**src/core/lcv_pkg.sv**
```systemverilog
/*
  Shared constants and types for the two-channel light conversion block:
  oscillator and integration timing, counter limits, serial slave
  addresses, register indices and the packed state records.
  Assumes a 50 MHz system clock.
*/
package lcv_pkg;

  localparam int CLK_HZ        = 50_000_000;
  localparam int OSC_HZ        = 735_000;
  localparam int OSC_DIV       = CLK_HZ / OSC_HZ;
  localparam int INTEG_UNIT    = 918;
  localparam int MULT_00       = 11;
  localparam int MULT_01       = 81;
  localparam int MULT_10       = 322;
  localparam int CNT_OFFSET    = 2;
  localparam int LOW_GAIN_DIV  = 16;
  localparam logic [16:0] CNT_CAP = 17'h10001;

  localparam int TOUT_MIN_MS   = 25;
  localparam int TOUT_MAX_MS   = 35;
  localparam int TOUT_CYC      = (CLK_HZ / 1000) * TOUT_MIN_MS;

  localparam logic [6:0] ADDR_GND   = 7'h29;
  localparam logic [6:0] ADDR_FLOAT = 7'h39;
  localparam logic [6:0] ADDR_VDD   = 7'h49;
  localparam logic [6:0] ADDR_ALERT = 7'h0c;

  localparam logic [1:0] STRAP_GND   = 2'h0;
  localparam logic [1:0] STRAP_FLOAT = 2'h1;
  localparam logic [1:0] STRAP_VDD   = 2'h2;

  localparam logic [3:0] REG_TIMING = 4'h1;
  localparam logic [3:0] REG_ID     = 4'ha;
  localparam logic [3:0] REG_BB_LO  = 4'hc;
  localparam logic [3:0] REG_BB_HI  = 4'hd;
  localparam logic [3:0] REG_IR_LO  = 4'he;
  localparam logic [3:0] REG_IR_HI  = 4'hf;

  localparam int          CMD_BIT     = 7;
  localparam int          TIM_GAIN    = 4;
  localparam logic [7:0]  TIMING_RST  = 8'h02;
  localparam logic [7:0]  ID_VALUE    = 8'h5a;  // Arbitrary value.

  typedef enum logic [6:0] {
    LCV_IDLE  = 7'h01,
    LCV_ADDR  = 7'h02,
    LCV_ACK_A = 7'h04,
    LCV_WR    = 7'h08,
    LCV_ACK_W = 7'h10,
    LCV_RD    = 7'h20,
    LCV_ACK_R = 7'h40
  } lcv_bus_st_t;

  typedef struct packed {
    logic [16:0] cnt;
    logic        pend;
    logic        phase;
    logic [3:0]  pre;
    logic [15:0] res;
    logic        vld;
  } lcv_chan_t;

  typedef struct packed {
    logic        scl_m, scl_s, scl_p;
    logic        sda_m, sda_s, sda_p;
    logic        bbp_m, bbp_s, irp_m, irp_s;
    logic [1:0]  sel_m, sel_s;
    logic [1:0]  strap_wait;
    logic        strap_ok;
    logic [6:0]  own_addr;
    logic [7:0]  osc_cnt;
    logic [15:0] unit_cnt;
    logic [8:0]  mult_cnt;
    logic [7:0]  timing;
    logic [7:0]  cur_tim;
    logic [15:0] bb_res, ir_res;
    logic [7:0]  bb_hi, ir_hi;
    lcv_bus_st_t st;
    logic [3:0]  bit_cnt;
    logic [7:0]  sh, tx;
    logic        rw, nack;
    logic [3:0]  ptr;
    logic [23:0] tout_cnt;
    logic        sda_out, sda_oe_n;
  } lcv_top_st_t;

endpackage : lcv_pkg

```
**src/core/lcv_chan.sv**
```systemverilog
/*
  One integrating channel counter: takes light pulses, counts at most one
  per two oscillator periods, removes the fixed offset and saturates.
  Assumes pulses, oscillator tick and end-of-integration on clk_sys.
*/
`timescale 1ns/1ps
module lcv_chan
  import lcv_pkg::*;
(
  input  wire logic        clk_sys,
  input  wire logic        rst_n,
  input  wire logic        osc_tick,
  input  wire logic        light_pulse,
  input  wire logic        low_gain,
  input  wire logic        integ_done,
  output logic [15:0]      result,
  output logic             result_vld
);

  lcv_chan_t q_ff, nxt_q;

  always_comb begin
    nxt_q     = q_ff;
    nxt_q.vld = 1'b0;
    if (light_pulse) begin
      if (!low_gain) begin
        nxt_q.pend = 1'b1;
      end else if (q_ff.pre == 4'(LOW_GAIN_DIV - 1)) begin
        nxt_q.pre  = 4'h0;
        nxt_q.pend = 1'b1;
      end else begin
        nxt_q.pre = q_ff.pre + 4'h1;
      end
    end
    if (osc_tick) begin
      nxt_q.phase = ~q_ff.phase;
      // Only every second oscillator period may add a count.
      if (q_ff.phase && q_ff.pend) begin
        nxt_q.pend = 1'b0;
        if (q_ff.cnt != CNT_CAP) begin
          nxt_q.cnt = q_ff.cnt + 17'h1;
        end
      end
    end
    if (integ_done) begin
      // The closing oscillator tick may still add a count, so the result is
      // taken from the updated count; otherwise full scale falls one short.
      nxt_q.vld   = 1'b1;
      nxt_q.res   = (nxt_q.cnt > 17'(CNT_OFFSET)) ?
                    16'(nxt_q.cnt - 17'(CNT_OFFSET)) : 16'h0;
      nxt_q.cnt   = 17'h0;
      nxt_q.pend  = 1'b0;
      nxt_q.phase = 1'b0;
      nxt_q.pre   = 4'h0;
    end
  end

  always_ff @(posedge clk_sys) begin
    if (!rst_n) begin
      q_ff <= '0;
    end else begin
      q_ff <= nxt_q;
    end
  end

  assign result     = q_ff.res;
  assign result_vld = q_ff.vld;

endmodule : lcv_chan

```
**src/core/lcv_top.sv**
```systemverilog
/*
  Two-channel light conversion sequencer with its two-wire serial slave.
  Assumes scl, sda, strap and light pulses arrive asynchronously; sda is
  open drain, driven low only, and the board pulls the wire up.
*/
//
// Contract
// - An integration lasts 11, 81 or 322 times 918 oscillator periods by timing code.
// - A channel counts at most once per two oscillator periods and loses a two-count offset.
// - Each result saturates at 65535.
// - Low gain gives one sixteenth of the high-gain conversion gain.
// - Both channels integrate over exactly the same interval.
// - Each result register is loaded only when the integration has completed.
// - Results are double buffered so a read never sees a half-updated value.
// - A new integration starts by itself right after the result transfer.
// - The slave address is 0101001, 0111001 or 1001001 for strap ground, float or supply.
// - The alert response address 0001100 is also recognised.
// - A clock or data line held low for 25 to 35 ms resets the interface.
// - A received byte with its top bit set is a pointer byte, not data.
// - The low four bits of the pointer byte select the register.
// - Every read byte returns the register selected by the stored pointer.
// - The broadband result sits low byte at Ch and high byte at Dh.
`timescale 1ns/1ps
module lcv_top
  import lcv_pkg::*;
#(
  parameter int OSC_DIV_P    = OSC_DIV,
  parameter int INTEG_UNIT_P = INTEG_UNIT,
  parameter int TOUT_CYC_P   = TOUT_CYC
)(
  input  wire logic        clk_sys,
  input  wire logic        rst_n,
  input  wire logic        scl_in,
  input  wire logic        sda_in,
  input  wire logic [1:0]  addr_sel,
  input  wire logic        bb_pulse,
  input  wire logic        ir_pulse,
  output logic             sda_out,
  output logic             sda_oe_n
);

  if (OSC_DIV_P < 2 || OSC_DIV_P > 256) begin : g_bad_div
    $error("OSC_DIV_P must lie in 2..256");
  end
  if (INTEG_UNIT_P < 1 || INTEG_UNIT_P > 65536) begin : g_bad_unit
    $error("INTEG_UNIT_P must lie in 1..65536");
  end
  if (TOUT_CYC_P < 2 || TOUT_CYC_P > 16777215) begin : g_bad_tout
    $error("TOUT_CYC_P must lie in 2..16777215");
  end

  lcv_top_st_t q_ff, nxt_q;
  logic        osc_tick, integ_done, unit_last;
  logic [8:0]  cur_mult;
  logic [15:0] bb_val, ir_val;
  logic        bb_vld, ir_vld;
  logic        scl_rise, scl_fall, bus_start, bus_stop, addr_hit;

  always_comb begin
    unique case (q_ff.cur_tim[1:0])
      2'h0:    cur_mult = 9'(MULT_00);
      2'h1:    cur_mult = 9'(MULT_01);
      default: cur_mult = 9'(MULT_10);
    endcase
  end

  assign osc_tick   = (q_ff.osc_cnt == 8'(OSC_DIV_P - 1));
  assign unit_last  = (q_ff.unit_cnt == 16'(INTEG_UNIT_P - 1));
  assign integ_done = osc_tick && unit_last && (q_ff.mult_cnt == cur_mult - 9'h1);

  // One end-of-integration strobe closes both channels together.
  lcv_chan u_bb (
    .clk_sys     (clk_sys),
    .rst_n       (rst_n),
    .osc_tick    (osc_tick),
    .light_pulse (q_ff.bbp_s),
    .low_gain    (q_ff.cur_tim[TIM_GAIN]),
    .integ_done  (integ_done),
    .result      (bb_val),
    .result_vld  (bb_vld)
  );

  lcv_chan u_ir (
    .clk_sys     (clk_sys),
    .rst_n       (rst_n),
    .osc_tick    (osc_tick),
    .light_pulse (q_ff.irp_s),
    .low_gain    (q_ff.cur_tim[TIM_GAIN]),
    .integ_done  (integ_done),
    .result      (ir_val),
    .result_vld  (ir_vld)
  );

  assign scl_rise  = q_ff.scl_s && !q_ff.scl_p;
  assign scl_fall  = !q_ff.scl_s && q_ff.scl_p;
  assign bus_start = q_ff.scl_s && q_ff.scl_p && q_ff.sda_p && !q_ff.sda_s;
  assign bus_stop  = q_ff.scl_s && q_ff.scl_p && !q_ff.sda_p && q_ff.sda_s;
  assign addr_hit  = (q_ff.sh[7:1] == q_ff.own_addr) ||
                     (q_ff.sh[7:1] == ADDR_ALERT);

  // The high byte is served from a copy taken when the low byte is read,
  // so a result update between the two bytes cannot tear the pair.
  function automatic logic [7:0] reg_byte(input lcv_top_st_t s);
    logic [7:0] b;
    b = 8'h0;
    unique case (s.ptr)
      REG_TIMING: b = s.timing;
      REG_ID:     b = ID_VALUE;
      REG_BB_LO:  b = s.bb_res[7:0];
      REG_BB_HI:  b = s.bb_hi;
      REG_IR_LO:  b = s.ir_res[7:0];
      REG_IR_HI:  b = s.ir_hi;
      default:    b = 8'h0;
    endcase
    return b;
  endfunction : reg_byte

  always_comb begin
    nxt_q         = q_ff;
    nxt_q.scl_m   = scl_in;
    nxt_q.scl_s   = q_ff.scl_m;
    nxt_q.scl_p   = q_ff.scl_s;
    nxt_q.sda_m   = sda_in;
    nxt_q.sda_s   = q_ff.sda_m;
    nxt_q.sda_p   = q_ff.sda_s;
    nxt_q.bbp_m   = bb_pulse;
    nxt_q.bbp_s   = q_ff.bbp_m;
    nxt_q.irp_m   = ir_pulse;
    nxt_q.irp_s   = q_ff.irp_m;
    nxt_q.sel_m   = addr_sel;
    nxt_q.sel_s   = q_ff.sel_m;
    nxt_q.sda_out = 1'b0;

    // The strap is caught once, after it has settled through the synchroniser.
    if (!q_ff.strap_ok) begin
      if (q_ff.strap_wait == 2'h3) begin
        nxt_q.strap_ok = 1'b1;
        unique case (q_ff.sel_s)
          STRAP_GND:   nxt_q.own_addr = ADDR_GND;
          STRAP_FLOAT: nxt_q.own_addr = ADDR_FLOAT;
          default:     nxt_q.own_addr = ADDR_VDD;
        endcase
      end else begin
        nxt_q.strap_wait = q_ff.strap_wait + 2'h1;
      end
    end

    nxt_q.osc_cnt = osc_tick ? 8'h0 : q_ff.osc_cnt + 8'h1;
    if (osc_tick) begin
      nxt_q.unit_cnt = unit_last ? 16'h0 : q_ff.unit_cnt + 16'h1;
      if (unit_last) begin
        nxt_q.mult_cnt = q_ff.mult_cnt + 9'h1;
      end
    end
    if (integ_done) begin
      nxt_q.mult_cnt = 9'h0;
      nxt_q.cur_tim  = q_ff.timing;
    end

    if (bb_vld) begin
      nxt_q.bb_res = bb_val;
    end
    if (ir_vld) begin
      nxt_q.ir_res = ir_val;
    end

    if (!q_ff.scl_s || !q_ff.sda_s) begin
      if (q_ff.tout_cnt != 24'(TOUT_CYC_P - 1)) begin
        nxt_q.tout_cnt = q_ff.tout_cnt + 24'h1;
      end
    end else begin
      nxt_q.tout_cnt = 24'h0;
    end

    unique case (q_ff.st)
      LCV_IDLE: begin
        nxt_q.sda_oe_n = 1'b1;
      end
      LCV_ADDR: begin
        if (scl_rise) begin
          nxt_q.sh      = {q_ff.sh[6:0], q_ff.sda_s};
          nxt_q.bit_cnt = q_ff.bit_cnt + 4'h1;
        end else if (scl_fall && q_ff.bit_cnt == 4'h8) begin
          nxt_q.bit_cnt = 4'h0;
          nxt_q.rw      = q_ff.sh[0];
          if (addr_hit) begin
            nxt_q.st       = LCV_ACK_A;
            nxt_q.sda_oe_n = 1'b0;
          end else begin
            nxt_q.st = LCV_IDLE;
          end
        end
      end
      LCV_ACK_A, LCV_ACK_R: begin
        if (scl_rise) begin
          nxt_q.nack = q_ff.sda_s;
        end
        if (scl_fall) begin
          nxt_q.bit_cnt = 4'h0;
          if (q_ff.st == LCV_ACK_R && q_ff.nack) begin
            nxt_q.st       = LCV_IDLE;
            nxt_q.sda_oe_n = 1'b1;
          end else if (q_ff.rw) begin
            nxt_q.st       = LCV_RD;
            nxt_q.tx       = reg_byte(q_ff);
            nxt_q.sda_oe_n = reg_byte(q_ff) >> 7 != 8'h0;
            if (q_ff.ptr == REG_BB_LO) begin
              nxt_q.bb_hi = q_ff.bb_res[15:8];
            end
            if (q_ff.ptr == REG_IR_LO) begin
              nxt_q.ir_hi = q_ff.ir_res[15:8];
            end
          end else begin
            nxt_q.st       = LCV_WR;
            nxt_q.sda_oe_n = 1'b1;
          end
        end
      end
      LCV_WR: begin
        if (scl_rise) begin
          nxt_q.sh      = {q_ff.sh[6:0], q_ff.sda_s};
          nxt_q.bit_cnt = q_ff.bit_cnt + 4'h1;
        end else if (scl_fall && q_ff.bit_cnt == 4'h8) begin
          nxt_q.st       = LCV_ACK_W;
          nxt_q.sda_oe_n = 1'b0;
          if (q_ff.sh[CMD_BIT]) begin
            nxt_q.ptr = q_ff.sh[3:0];
          end else if (q_ff.ptr == REG_TIMING) begin
            nxt_q.timing = q_ff.sh;
          end
        end
      end
      LCV_ACK_W: begin
        if (scl_fall) begin
          nxt_q.st       = LCV_WR;
          nxt_q.bit_cnt  = 4'h0;
          nxt_q.sda_oe_n = 1'b1;
        end
      end
      LCV_RD: begin
        if (scl_fall) begin
          nxt_q.bit_cnt = q_ff.bit_cnt + 4'h1;
          if (q_ff.bit_cnt == 4'h7) begin
            nxt_q.st       = LCV_ACK_R;
            nxt_q.sda_oe_n = 1'b1;
          end else begin
            nxt_q.tx       = {q_ff.tx[6:0], 1'b0};
            nxt_q.sda_oe_n = q_ff.tx[6];
          end
        end
      end
      default: begin
        nxt_q.st       = LCV_IDLE;
        nxt_q.sda_oe_n = 1'b1;
      end
    endcase

    if (bus_start) begin
      nxt_q.st       = LCV_ADDR;
      nxt_q.bit_cnt  = 4'h0;
      nxt_q.sda_oe_n = 1'b1;
    end else if (bus_stop) begin
      nxt_q.st       = LCV_IDLE;
      nxt_q.sda_oe_n = 1'b1;
    end
    // A stuck-low line abandons any transfer and frees the data line.
    if (q_ff.tout_cnt == 24'(TOUT_CYC_P - 1)) begin
      nxt_q.st       = LCV_IDLE;
      nxt_q.sda_oe_n = 1'b1;
    end
  end

  always_ff @(posedge clk_sys) begin
    if (!rst_n) begin
      q_ff          <= '0;
      q_ff.scl_m    <= 1'b1;
      q_ff.scl_s    <= 1'b1;
      q_ff.scl_p    <= 1'b1;
      q_ff.sda_m    <= 1'b1;
      q_ff.sda_s    <= 1'b1;
      q_ff.sda_p    <= 1'b1;
      q_ff.own_addr <= ADDR_FLOAT;
      q_ff.timing   <= TIMING_RST;
      q_ff.cur_tim  <= TIMING_RST;
      q_ff.st       <= LCV_IDLE;
      q_ff.sda_oe_n <= 1'b1;
    end else begin
      q_ff <= nxt_q;
    end
  end

  assign sda_out  = q_ff.sda_out;
  assign sda_oe_n = q_ff.sda_oe_n;

endmodule : lcv_top

```
**config.mk**
```make
export PLATFORM = sky130hd
export DESIGN_NAME = lcv_top
export DESIGN_NICKNAME = d
export VERILOG_FILES = /design/src/core/lcv_pkg.sv /design/src/core/lcv_chan.sv /design/src/core/lcv_top.sv
export SDC_FILE = /design/constraint.sdc
export NUM_CORES = 1
export LEC_CHECK = 0
export BUFFER_PORTS_ARGS = -buffer_cell sky130_fd_sc_hd__buf_2
export CAP_MARGIN = 30
export CORE_MARGIN = 2
export CORE_UTILIZATION = 40
export CTS_CLUSTER_DIAMETER = 100
export CTS_CLUSTER_SIZE = 16
export DETAILED_ROUTE_END_ITERATION = 12
export SKIP_LAST_GASP = 1
export SLEW_MARGIN = 20
export SYNTH_ARGS = -nofsm -noshare
export SYNTH_HDL_FRONTEND = slang
export SYNTH_HIERARCHICAL = 1
export SYNTH_SLANG_ARGS = --single-unit
```
**constraint.sdc**
```tcl
create_clock -name clk_sys -period 11.3 [get_ports clk_sys]
set_input_delay 1.13 -clock clk_sys [delete_from_list [all_inputs] [get_ports clk_sys]]
set_output_delay 1.13 -clock clk_sys [all_outputs]
set_load 0.02 [all_outputs]
```
Word-level counts from Yosys, hierarchy flattened
Cells that the tools add are included.
{"block": "classes", "n_addsub": 13, "order_cmp": 2, "n_eq_ne": 53, "n_mux": 61, "bitwise_logic": 9, "reduce_logical": 48}
{"op": "$mux 7", "n": 9}
{"op": "$mux 16", "n": 3}
{"op": "$pmux 8 s6", "n": 1}
{"op": "$mux 11", "n": 4}
{"op": "$pmux 7 s6", "n": 1}
{"op": "$mux 19", "n": 2}
{"op": "$mux 18", "n": 2}
{"op": "$add 17x1->17 const B", "n": 2}
{"op": "$gt 17x2->1 const B", "n": 2}
{"op": "$mux 17", "n": 2}
{"op": "$ne 17x17->1 const B", "n": 2}
{"op": "$eq 4x4->1 const B", "n": 8}
{"op": "$ne 4x4->1 const B", "n": 8}
{"op": "$sub 16x2->16 const B", "n": 2}
{"op": "$ne 2x2->1 const B", "n": 14}
{"op": "$pmux 7 s2", "n": 2}
{"op": "$add 24x1->24 const B", "n": 1}
{"op": "$eq 24x21->1 const B", "n": 1}
{"op": "$mux 8", "n": 3}
{"op": "$ne 24x21->1 const B", "n": 1}
{"op": "$pmux 4 s5", "n": 1}
{"op": "$mux 1", "n": 19}
{"op": "$pmux 9 s2", "n": 1}
{"op": "$reduce_and 9->1", "n": 2}
{"op": "44 further kinds", "n": 93}
{"block": "totals", "ff_bits": 257, "inputBits": 8, "output_inout_bits": 2, "wordCells": 233}

Logic depth before layout (Yosys ltp)
Gate-level depths: netlist of the first run.
{"block": "logic_depth", "ltp_word": 8, "ltp_mapped": 16, "depth_no_buf": 13}

Cells and area by module
Netlist of the first run, hierarchy kept.
{"mod": "lcv_top", "n_inst": 1, "cells_per_inst": 845, "area_each_um2": 7654.8}
{"mod": "lcv_chan at u_ir", "n_inst": 1, "cells_per_inst": 285, "area_each_um2": 2575.0}
{"mod": "lcv_chan at u_bb", "n_inst": 1, "cells_per_inst": 263, "area_each_um2": 2436.1}

Worst setup path before layout of the first run
OpenSTA, ideal clock, no wires.
{"block": "synth_timing", "path_kind": "register to register", "startpoint": "register q_ff[148] (netlist name)", "endpoint": "register u_ir.q_ff, in the netlist u_ir/result[15]", "setup_ns": 0.117, "arrival_ns": 3.734, "slack_ns": 7.448, "path_stages_with_launch": 16, "n_path_buf": 2, "path_cell_list": "dfxtp_1 -> ha_1 -> nor4b_1 -> nand2_1 -> inv_1 -> and3_1 -> buf_2 -> clkbuf_1 -> a21oi_1 -> or2_2 -> ha_1 -> o21a_2 -> o31ai_4 -> nor3_1 -> or3_1 -> a32o_1"}
{"item": "end signal: assignment", "line": "lcv_chan.sv:62", "text": "q_ff <= nxt_q;"}
{"item": "end: declaration", "line": "lcv_chan.sv:20", "text": "lcv_chan_t q_ff, nxt_q;"}

==> out/qor.csv, run 1 <==
stage;metric;value;unit
sta;finalSetupViolations;0;
floorplanning;start_util;40.3;%
sta;fin_crit;4.72;ns
routing;drc;0;
sta;slew_viol_final;0;
cells_and_area;n_antenna_cell;0;
worst_setup_path;critPathLaunchType;flip-flop;
synthesis;ys_ff_latch;248;
place;place_inst;1707;
synthesis;ys_warn_count;6;
floorplanning;core-area;31400;um2
sta;fmax;212;MHz
power_and_ir_drop;power_density;118;nW/um2
worst_setup_path;cp.required;11.76;ns
worst_setup_path;end_kind;flip-flop;
power_and_ir_drop;power_leakage;0.00468;uW
floorplanning;die-area;33100;um2
routing;drtAntennaViolNets;0;
sta;slew_headroom;37.4;%
sta;tightest_slew;0.937;ns
grt;grt_first_pass_wirelength;44.1;mm
clock_tree;cts.sinks;248;
routing;viasPerCell;5.46;
worst_setup_path;crit_path_cell_trace;ha_1, nor4b_1, nand2_1, inv_1, and3_1, a21oi_1, or2_2, ha_1, o21a_2, o31ai_4, o311ai_1, nand2_1, a32o_1;
clock_tree;postCtsHoldBufs;0;
grt;first_global_vias;8662;
routing;wl;26.4;mm
floorplanning;rows;65;
synthesis;ys_types;101;
worst_setup_path;critPathSlowestCell;and3_1;
min_path;hold_path_class;reg -> reg;
synthesis;syn_inst;1393;
clock_tree;cts.clk_slew.worst_paths;0.07;ns
clock_tree;cts_buffers;19;
place;port-buffer-count;8;
status;status;finished, final reports clean;
sta;setup_tns;0;ns
grt;globalRouteOverflowTotal;0;
grt;grt_max_degree;78;
clock_tree;htree_num_levels;1;
grt;grt_usage;15.8;%
floorplanning;die_y;182;um
sta;finClkSkew;0.0131;ns
worst_setup_path;worstSetupPathType;reg -> reg;
grt;grt_antenna_before_repair;0;
clock_tree;cts_tree;yes;
synthesis;postSynthAreaPerCell;9.09;um2
place;place.detailed.hpwl;18.6;mm
synthesis;synth_edf_count;0;
clock_tree;clock_latency;0.52;ns
cells_and_area;drive_gt1_share;8.36;%
cells_and_area;syn2layout_area_growth;3.88;%
place;place_ws;6.57;ns
clock_tree;cts-root-buf;clkbuf_16;
worst_setup_path;slowest_delay;0.65;ns
place;globalplace.congestion;0.846;
synthesis;syn_nets;1417;
cells_and_area;nets;1351;
synthesis;syn-cell-area;12700;um2
run;cap_violations;0;
synthesis;ys_seq_area_share;39.2;%
worst_setup_path;arrival;5.18;ns
routing;drtIter0Drc;742;
clock_tree;cts_buffer_depth;3;
floorplanning;io-pin-count;10;
power_and_ir_drop;ir_worst_vdd;0.000105;V
clock_tree;post_cts_buffers;0;
synthesis;ys.flop_type;dfxtp_1;
sta;setup_slack;6.58;ns
clock_tree;cts_resized;0;
sta;rsz0062_at_grt;false;
routing;vias;9437;
worst_setup_path;cp_max_fo;16;
sta;hold_violations;0;
synthesis;async_reset_ff_share;0;%
routing;dr.pass1.iters;5;
routing;routedWlPerCell;15.3;um
cells_and_area;finalNonFillerCells;1729;
floorplanning;fp.dieW;182;um
sta;fin_crit_sh;41.8;%
[worst max-delay path, delay by kind of cell (launching register included)]
kind                       cells  cell delay [ns]
AOI/OAI and AO/OA              5             0.86
buffers and inverters          1             0.53
DFF                            1             0.37
adders and majority gates      2             0.47
and+or+nand+nor                5             2.43
[metrics by stage]
step / hold slack, ns / cell area, um2 / util (%) / total power [uW]
after global placement: 0.408 / 12600 / 40.3 / 955
after global routing: 0.450 / 13200 / 41.9 / 1610
after CTS: 0.426 / 13200 / 41.9 / 1570
after detailed placement: 0.408 / 12700 / 40.3 / 957
after floorplan: 0.386 / 12700 / - / 945
final: 0.420 / 13200 / 41.9 / 1550
[state kept, by name, indices dropped and copies added (netlist names)]
signal	cells
nxt_q	8
q_ff	159
sda_oe_n	1
u_bb/q_ff	23
u_bb/result	16
u_bb/result_vld	1
u_ir/q_ff	23
u_ir/result	16
u_ir/result_vld	1
[cell usage after synthesis, drive strengths merged (5+ instances only)]
cell / n / area share [%]
a21oi: 48 / 2.0
and4: 9 / 0.66
inv: 34 / 1.0
o211ai: 10 / 0.63
or4: 7 / 0.44
a21o: 7 / 0.47
or3: 15 / 0.74
and2: 22 / 1.1
xor2: 36 / 2.5
o211a: 9 / 0.71
or2: 7 / 0.35
o22ai: 8 / 0.49
nand4: 33 / 2.2
nor2: 195 / 5.8
nor3b: 8 / 0.47
dfxtp: 248 / 39
a211oi: 10 / 0.63
nor2b: 8 / 0.40
a22o: 28 / 1.9
clkbuf: 38 / 1.1
mux2: 6 / 0.53
ha: 16 / 1.6
buf: 65 / 3.7
nor4b: 13 / 1.2
xnor2: 71 / 4.9
mux2i: 78 / 6.3
nor4: 29 / 2.8
nand3: 61 / 2.6
nand2: 76 / 2.3
nor3: 40 / 1.7
o21ai: 37 / 1.6
a2111oi: 5 / 0.54
and3: 12 / 0.63
a22oi: 10 / 0.59
nand2b: 21 / 1.0
a31oi: 5 / 0.25
[report_power, final]
group          leakage [uW]  switching [uW]  internal, uW
clock network      0.000243             310           302
logic               0.00243            30.7          15.9
registers           0.00200            7.30           882
total               0.00468             348          1200
[per-layer routing]
metal	part of all wire (%)	track usage, %	up-vias	wire length [um]
met5	0	0	-	0
met1	50	22.2	4456	13300
met2	45	25.6	145	11800
met3	2.9	1.87	43	761
met4	2.2	4.71	0	577
li1	-	-	4793	-
[layout make-up]
cell class	instances	area, um2
flip-flops and latches	248	4960
clock buffers	19	475
repair buffers	16	97.6
clock inverters	2	17.5
inverters	35	131
multi-input cells	1007	6970
fillers	3136	18200
well taps	402	503
[logic make-up (layout without fill, tap and decap cells)]
| group | Yosys count | count (layout) | share of synthesized area [%] |
|---|---|---|---|
| AO/OA/AOI/OAI | 213 | 213 | 12.7 |
| XOR/XNOR | 107 | 107 | 7.40 |
| adder cells (fa/ha/maj) | 16 | 16 | 1.58 |
| buffers and inverters | 138 | 72 | 5.84 |
| flip-flops | 248 | 248 | 39.2 |
| multiplexers | 84 | 84 | 6.80 |
| other | 1 | 1 | 0.0296 |
| AND/OR/NAND/NOR | 586 | 586 | 26.5 |
[cell usage in the layout, fill, tap and decap left out, drive strengths merged, types with 29 or more instances in the layout]
cell	count
dfxtp	248
nor2	195
mux2i	78
nand2	76
xnor2	71
nand3	61
a21oi	48
nor3	40
inv	37
o21ai	37
xor2	36
nand4	33
nor4	29
[final timing paths]
check,slack [ns],depth (start not counted),start,end
min,0.42,1,nxt_q[178],nxt_q[177]
min reg2reg,0.42,1,nxt_q[178],nxt_q[177]
max reg2reg,6.58,13,q_ff[148],u_ir/result[15]
max,6.58,13,q_ff[148],u_ir/result[15]
Power figures use the tool's default switching activity.
==> run 2: changes to the inputs <==
Settings changed: ABC_AREA set to 1.
Clock period 11.3 ns to 4.2 ns, I/O delays scaled along.
==> run 2 against run 1 <==
Effect of this change: sequential power increased to 2.8 times the previous value; global-route usage grew 1.9 points; die area grew 5.0%; sequential cell count is the same; clock power rose to 2.7 times the previous value; count of clock-buffer cells in the layout rose by 1; synthesized cell count up 46%; total power grew to 3.0 times the previous value; critical path depth up 3; combinational power rose to 11 times the previous value; critical endpoint is now u_ir/result[10].
==> out/qor.csv, run 2 <==
stage;metric;value;unit;change
grt;grt_antenna_before_repair;0;;unchanged
synthesis;yosysTopAreaCellShare;37.3;%;was 39.2%
clock_tree;htree_num_levels;1;;unchanged
sta;setup_tns;0;ns;unchanged
grt;grt_usage;17.7;%;was 15.8%
cells_and_area;top_register;q_ff;;unchanged
synthesis;synth_compound_area_share;9.05;%;was 12.7%
place;dpl_cell_area;13500;um2;was 12700 um2
synthesis;ys.flop_type;dfxtp_1;;unchanged
sta;fin_crit_sh;75.6;%;was 41.8%
power_and_ir_drop;power_density;331;nW/um2;was 118 nW/um2
synthesis;synth_top_area_cell;dfxtp_1;;unchanged
sta;hold_violations;0;;unchanged
cells_and_area;layout_common_cells;533 x nand2_1, 323 x nor2_1, 248 x dfxtp_1;;was 248 x dfxtp_1, 194 x nor2_1, 77 x mux2i_1
worst_setup_path;crit_path_cell_trace;ha_1, nand2_1, nor2_4, inv_1, nor2_2, nand4_1, nand2_1, inv_1, ha_1, nand3_1, clkinv_1, nand3_2, nor2_2, a21oi_4, nand3_1, nand2_1;;was ha_1, nor4b_1, nand2_1, inv_1, and3_1, a21oi_1, or2_2, ha_1, o21a_2, o31ai_4, o311ai_1, nand2_1, a32o_1
synthesis;yosys.area_share.adder;1.50;%;was 1.58%
worst_setup_path;cp.required;4.65;ns;was 11.76 ns
routing;viasPerCell;4.94;;was 5.46
synthesis;synth_area_leaders;dfxtp_1 37%, nand2_1 15%, nor2_1 9.1%;;was dfxtp_1 39%, mux2i_1 6.1%, nor2_1 5.7%
cells_and_area;syn2layout_area_growth;4.99;%;was 3.88%
synthesis;synthXorXnorAreaFrac;1.90;%;was 7.40%
floorplanning;fp.dieW;186;um;was 182 um
cells_and_area;layout_commonest_cell;nand2_1;;was dfxtp_1
floorplanning;start_util;40.7;%;was 40.3%
synthesis;synth_top_family_by_area;simple AND/OR/NAND/NOR gates;;unchanged
sta;slew_headroom;50.4;%;was 37.4%
cells_and_area;reg_top3;q_ff: 159 flops, u_bb/q_ff: 23 flops, u_ir/q_ff: 23 flops;;unchanged
sta;finClkSkew;0.0208;ns;was 0.0131 ns
floorplanning;io-pin-count;10;;unchanged
worst_setup_path;slowest_delay;0.45;ns;was 0.65 ns
sta;tightest_slew;0.742;ns;was 0.937 ns
cells_and_area;largest_register_ffs;159;;unchanged
floorplanning;die_y;186;um;was 182 um
cells_and_area;fillerInstances;3554;;was 3136
synthesis;syn_nets;2054;;was 1417
place;place.detailed.hpwl;22.6;mm;was 18.6 mm
clock_tree;cts.sinks;248;;unchanged
synthesis;postSynthAreaPerCell;6.56;um2;was 9.09 um2
clock_tree;cts_resized;0;;unchanged
synthesis;ys_seq_area_share;37.3;%;was 39.2%
synthesis;ys_ff_latch;248;;unchanged
sta;fin_crit;3.17;ns;was 4.72 ns
worst_setup_path;critPathLaunchType;flip-flop;;unchanged
grt;first_global_vias;11210;;was 8662
grt;grt_first_pass_wirelength;53.4;mm;was 44.1 mm
synthesis;ys_types;47;;was 101
clock_tree;post_cts_buffers;0;;unchanged
worst_setup_path;cp_max_fo;16;;unchanged
sta;slew_viol_final;0;;unchanged
routing;wl;31.0;mm;was 26.4 mm
clock_tree;cts_buffers;19;;unchanged
worst_setup_path;arrival;3.63;ns;was 5.18 ns
power_and_ir_drop;total_power;4630;uW;was 1550 uW
place;port-buffer-count;8;;unchanged
clock_tree;cts-root-buf;clkbuf_16;;unchanged
sta;finalSetupViolations;0;;unchanged
cells_and_area;design_area;14000;um2;was 13200 um2
run;cap_violations;0;;unchanged
cells_and_area;drive_gt1_share;7.64;%;was 8.36%
worst_setup_path;critPathSlowestCell;nor2_2;;was and3_1
power_and_ir_drop;ir_worst_vdd;0.000203;V;was 0.000105 V
clock_tree;cts_buffer_depth;3;;unchanged
clock_tree;cts_tree;yes;;unchanged
routing;routedWlPerCell;12.7;um;was 15.3 um
synthesis;synthMuxAreaShare;0;%;was 6.80%
synthesis;ys_warn_count;6;;unchanged
worst_setup_path;end_kind;flip-flop;;unchanged
floorplanning;die-area;34800;um2;was 33100 um2
synthesis;yosys-top-cells-count;533 x nand2_1, 323 x nor2_1, 248 x dfxtp_1;;was 248 x dfxtp_1, 194 x nor2_1, 77 x mux2i_1
routing;drtIter0Drc;790;;was 742
synthesis;synth-simple-area-share;39.9;%;was 26.5%
status;status;finished, final reports clean;;unchanged
grt;grt_max_degree;38;;was 78
cells_and_area;nets;2012;;was 1351
sta;rsz0062_at_grt;false;;unchanged
sta;fmax;315;MHz;was 212 MHz
synthesis;async_reset_ff_share;0;%;unchanged
routing;drc;0;;unchanged
power_and_ir_drop;power_leakage;0.00607;uW;was 0.00468 uW
min_path;hold_path_class;in -> reg;;was reg -> reg
synthesis;yosysMostFrequentCell;nand2_1;;was dfxtp_1
worst_setup_path;worstSetupPathType;reg -> reg;;unchanged
floorplanning;core-area;32700;um2;was 31400 um2
cells_and_area;n_antenna_cell;0;;unchanged
routing;dr.pass1.iters;5;;unchanged
clock_tree;clock_latency;0.51;ns;was 0.52 ns
synthesis;synth_edf_count;0;;unchanged
synthesis;syn_inst;2030;;was 1393
grt;globalRouteOverflowTotal;0;;unchanged
clock_tree;cts.clk_slew.worst_paths;0.07;ns;about the same
routing;vias;12020;;was 9437
floorplanning;rows;66;;was 65
synthesis;syn-cell-area;13300;um2;was 12700 um2
place;globalplace.congestion;0.873;;was 0.846
clock_tree;postCtsHoldBufs;0;;unchanged
routing;drtAntennaViolNets;0;;unchanged
worst_setup_path;path_common_cell;nand2_1;;
run 2: critical path: cells and delay by family (launching register included):
family	cells	cell delay [ns]
and+or+nand+nor	10	1.68
adders and majority gates	2	0.41
DFF	1	0.36
AOI/OAI and AO/OA	1	0.35
buffers and inverters	3	0.31
run 2: final timing paths:
check             startpoint         endpoint  slack, ns  cells past startpoint
hold reg to reg   nxt_q[175]       nxt_q[174]       0.42                      1
setup / recovery   q_ff[148]  u_ir/result[10]       1.03                     16
setup reg to reg   q_ff[148]  u_ir/result[10]       1.03                     16
hold / removal      ir_pulse       nxt_q[170]       0.09                      3
run 2: routing by layer:
| layer | GRT usage, % | routed length, um |
|---|---|---|
| met5 | 0 | 0 |
| met4 | 5.43 | 780 |
| met3 | 2.03 | 1040 |
| met2 | 29.4 | 13700 |
| met1 | 24.3 | 15500 |
run 2: metrics by stage:
step	setup WS, ns	util, %	hold WS, ns	instances
after detailed placement	1.05	41.2	0.401	2409
after floorplan	1.19	-	0.390	2030
final	1.03	42.8	0.0914	2431
after global placement	1.15	41.2	0.396	2409
after CTS	1.03	42.8	0.0735	2431
after global routing	0.653	42.8	0.0815	2431
run 2: kinds of logic after synthesis:
kind of cell / Yosys count
and+or+nand+nor: 1194
other: 1
buffers and inverters: 315
adders and majority gates: 16
xor gates and xnor gates: 28
AOI/OAI and AO/OA: 228
DFF: 248
run 2: layout make-up:
cell class / count / area (um2) / share of cell area [%]
multi-input cells: 1467 / 6980 / 49.9
flip-flops and latches: 248 / 4960 / 35.5
inverters: 237 / 890 / 6.36
well taps: 442 / 553 / 3.96
clock buffers: 20 / 489 / 3.50
repair buffers: 15 / 92.6 / 0.662
clock inverters: 2 / 17.5 / 0.125
run 2: report_power, final:
group | internal (uW) | switching (uW) | leakage, uW
clock | 830 | 832 | 0.000250
sequential | 2410 | 51.0 | 0.00200
combinational | 157 | 353 | 0.00382
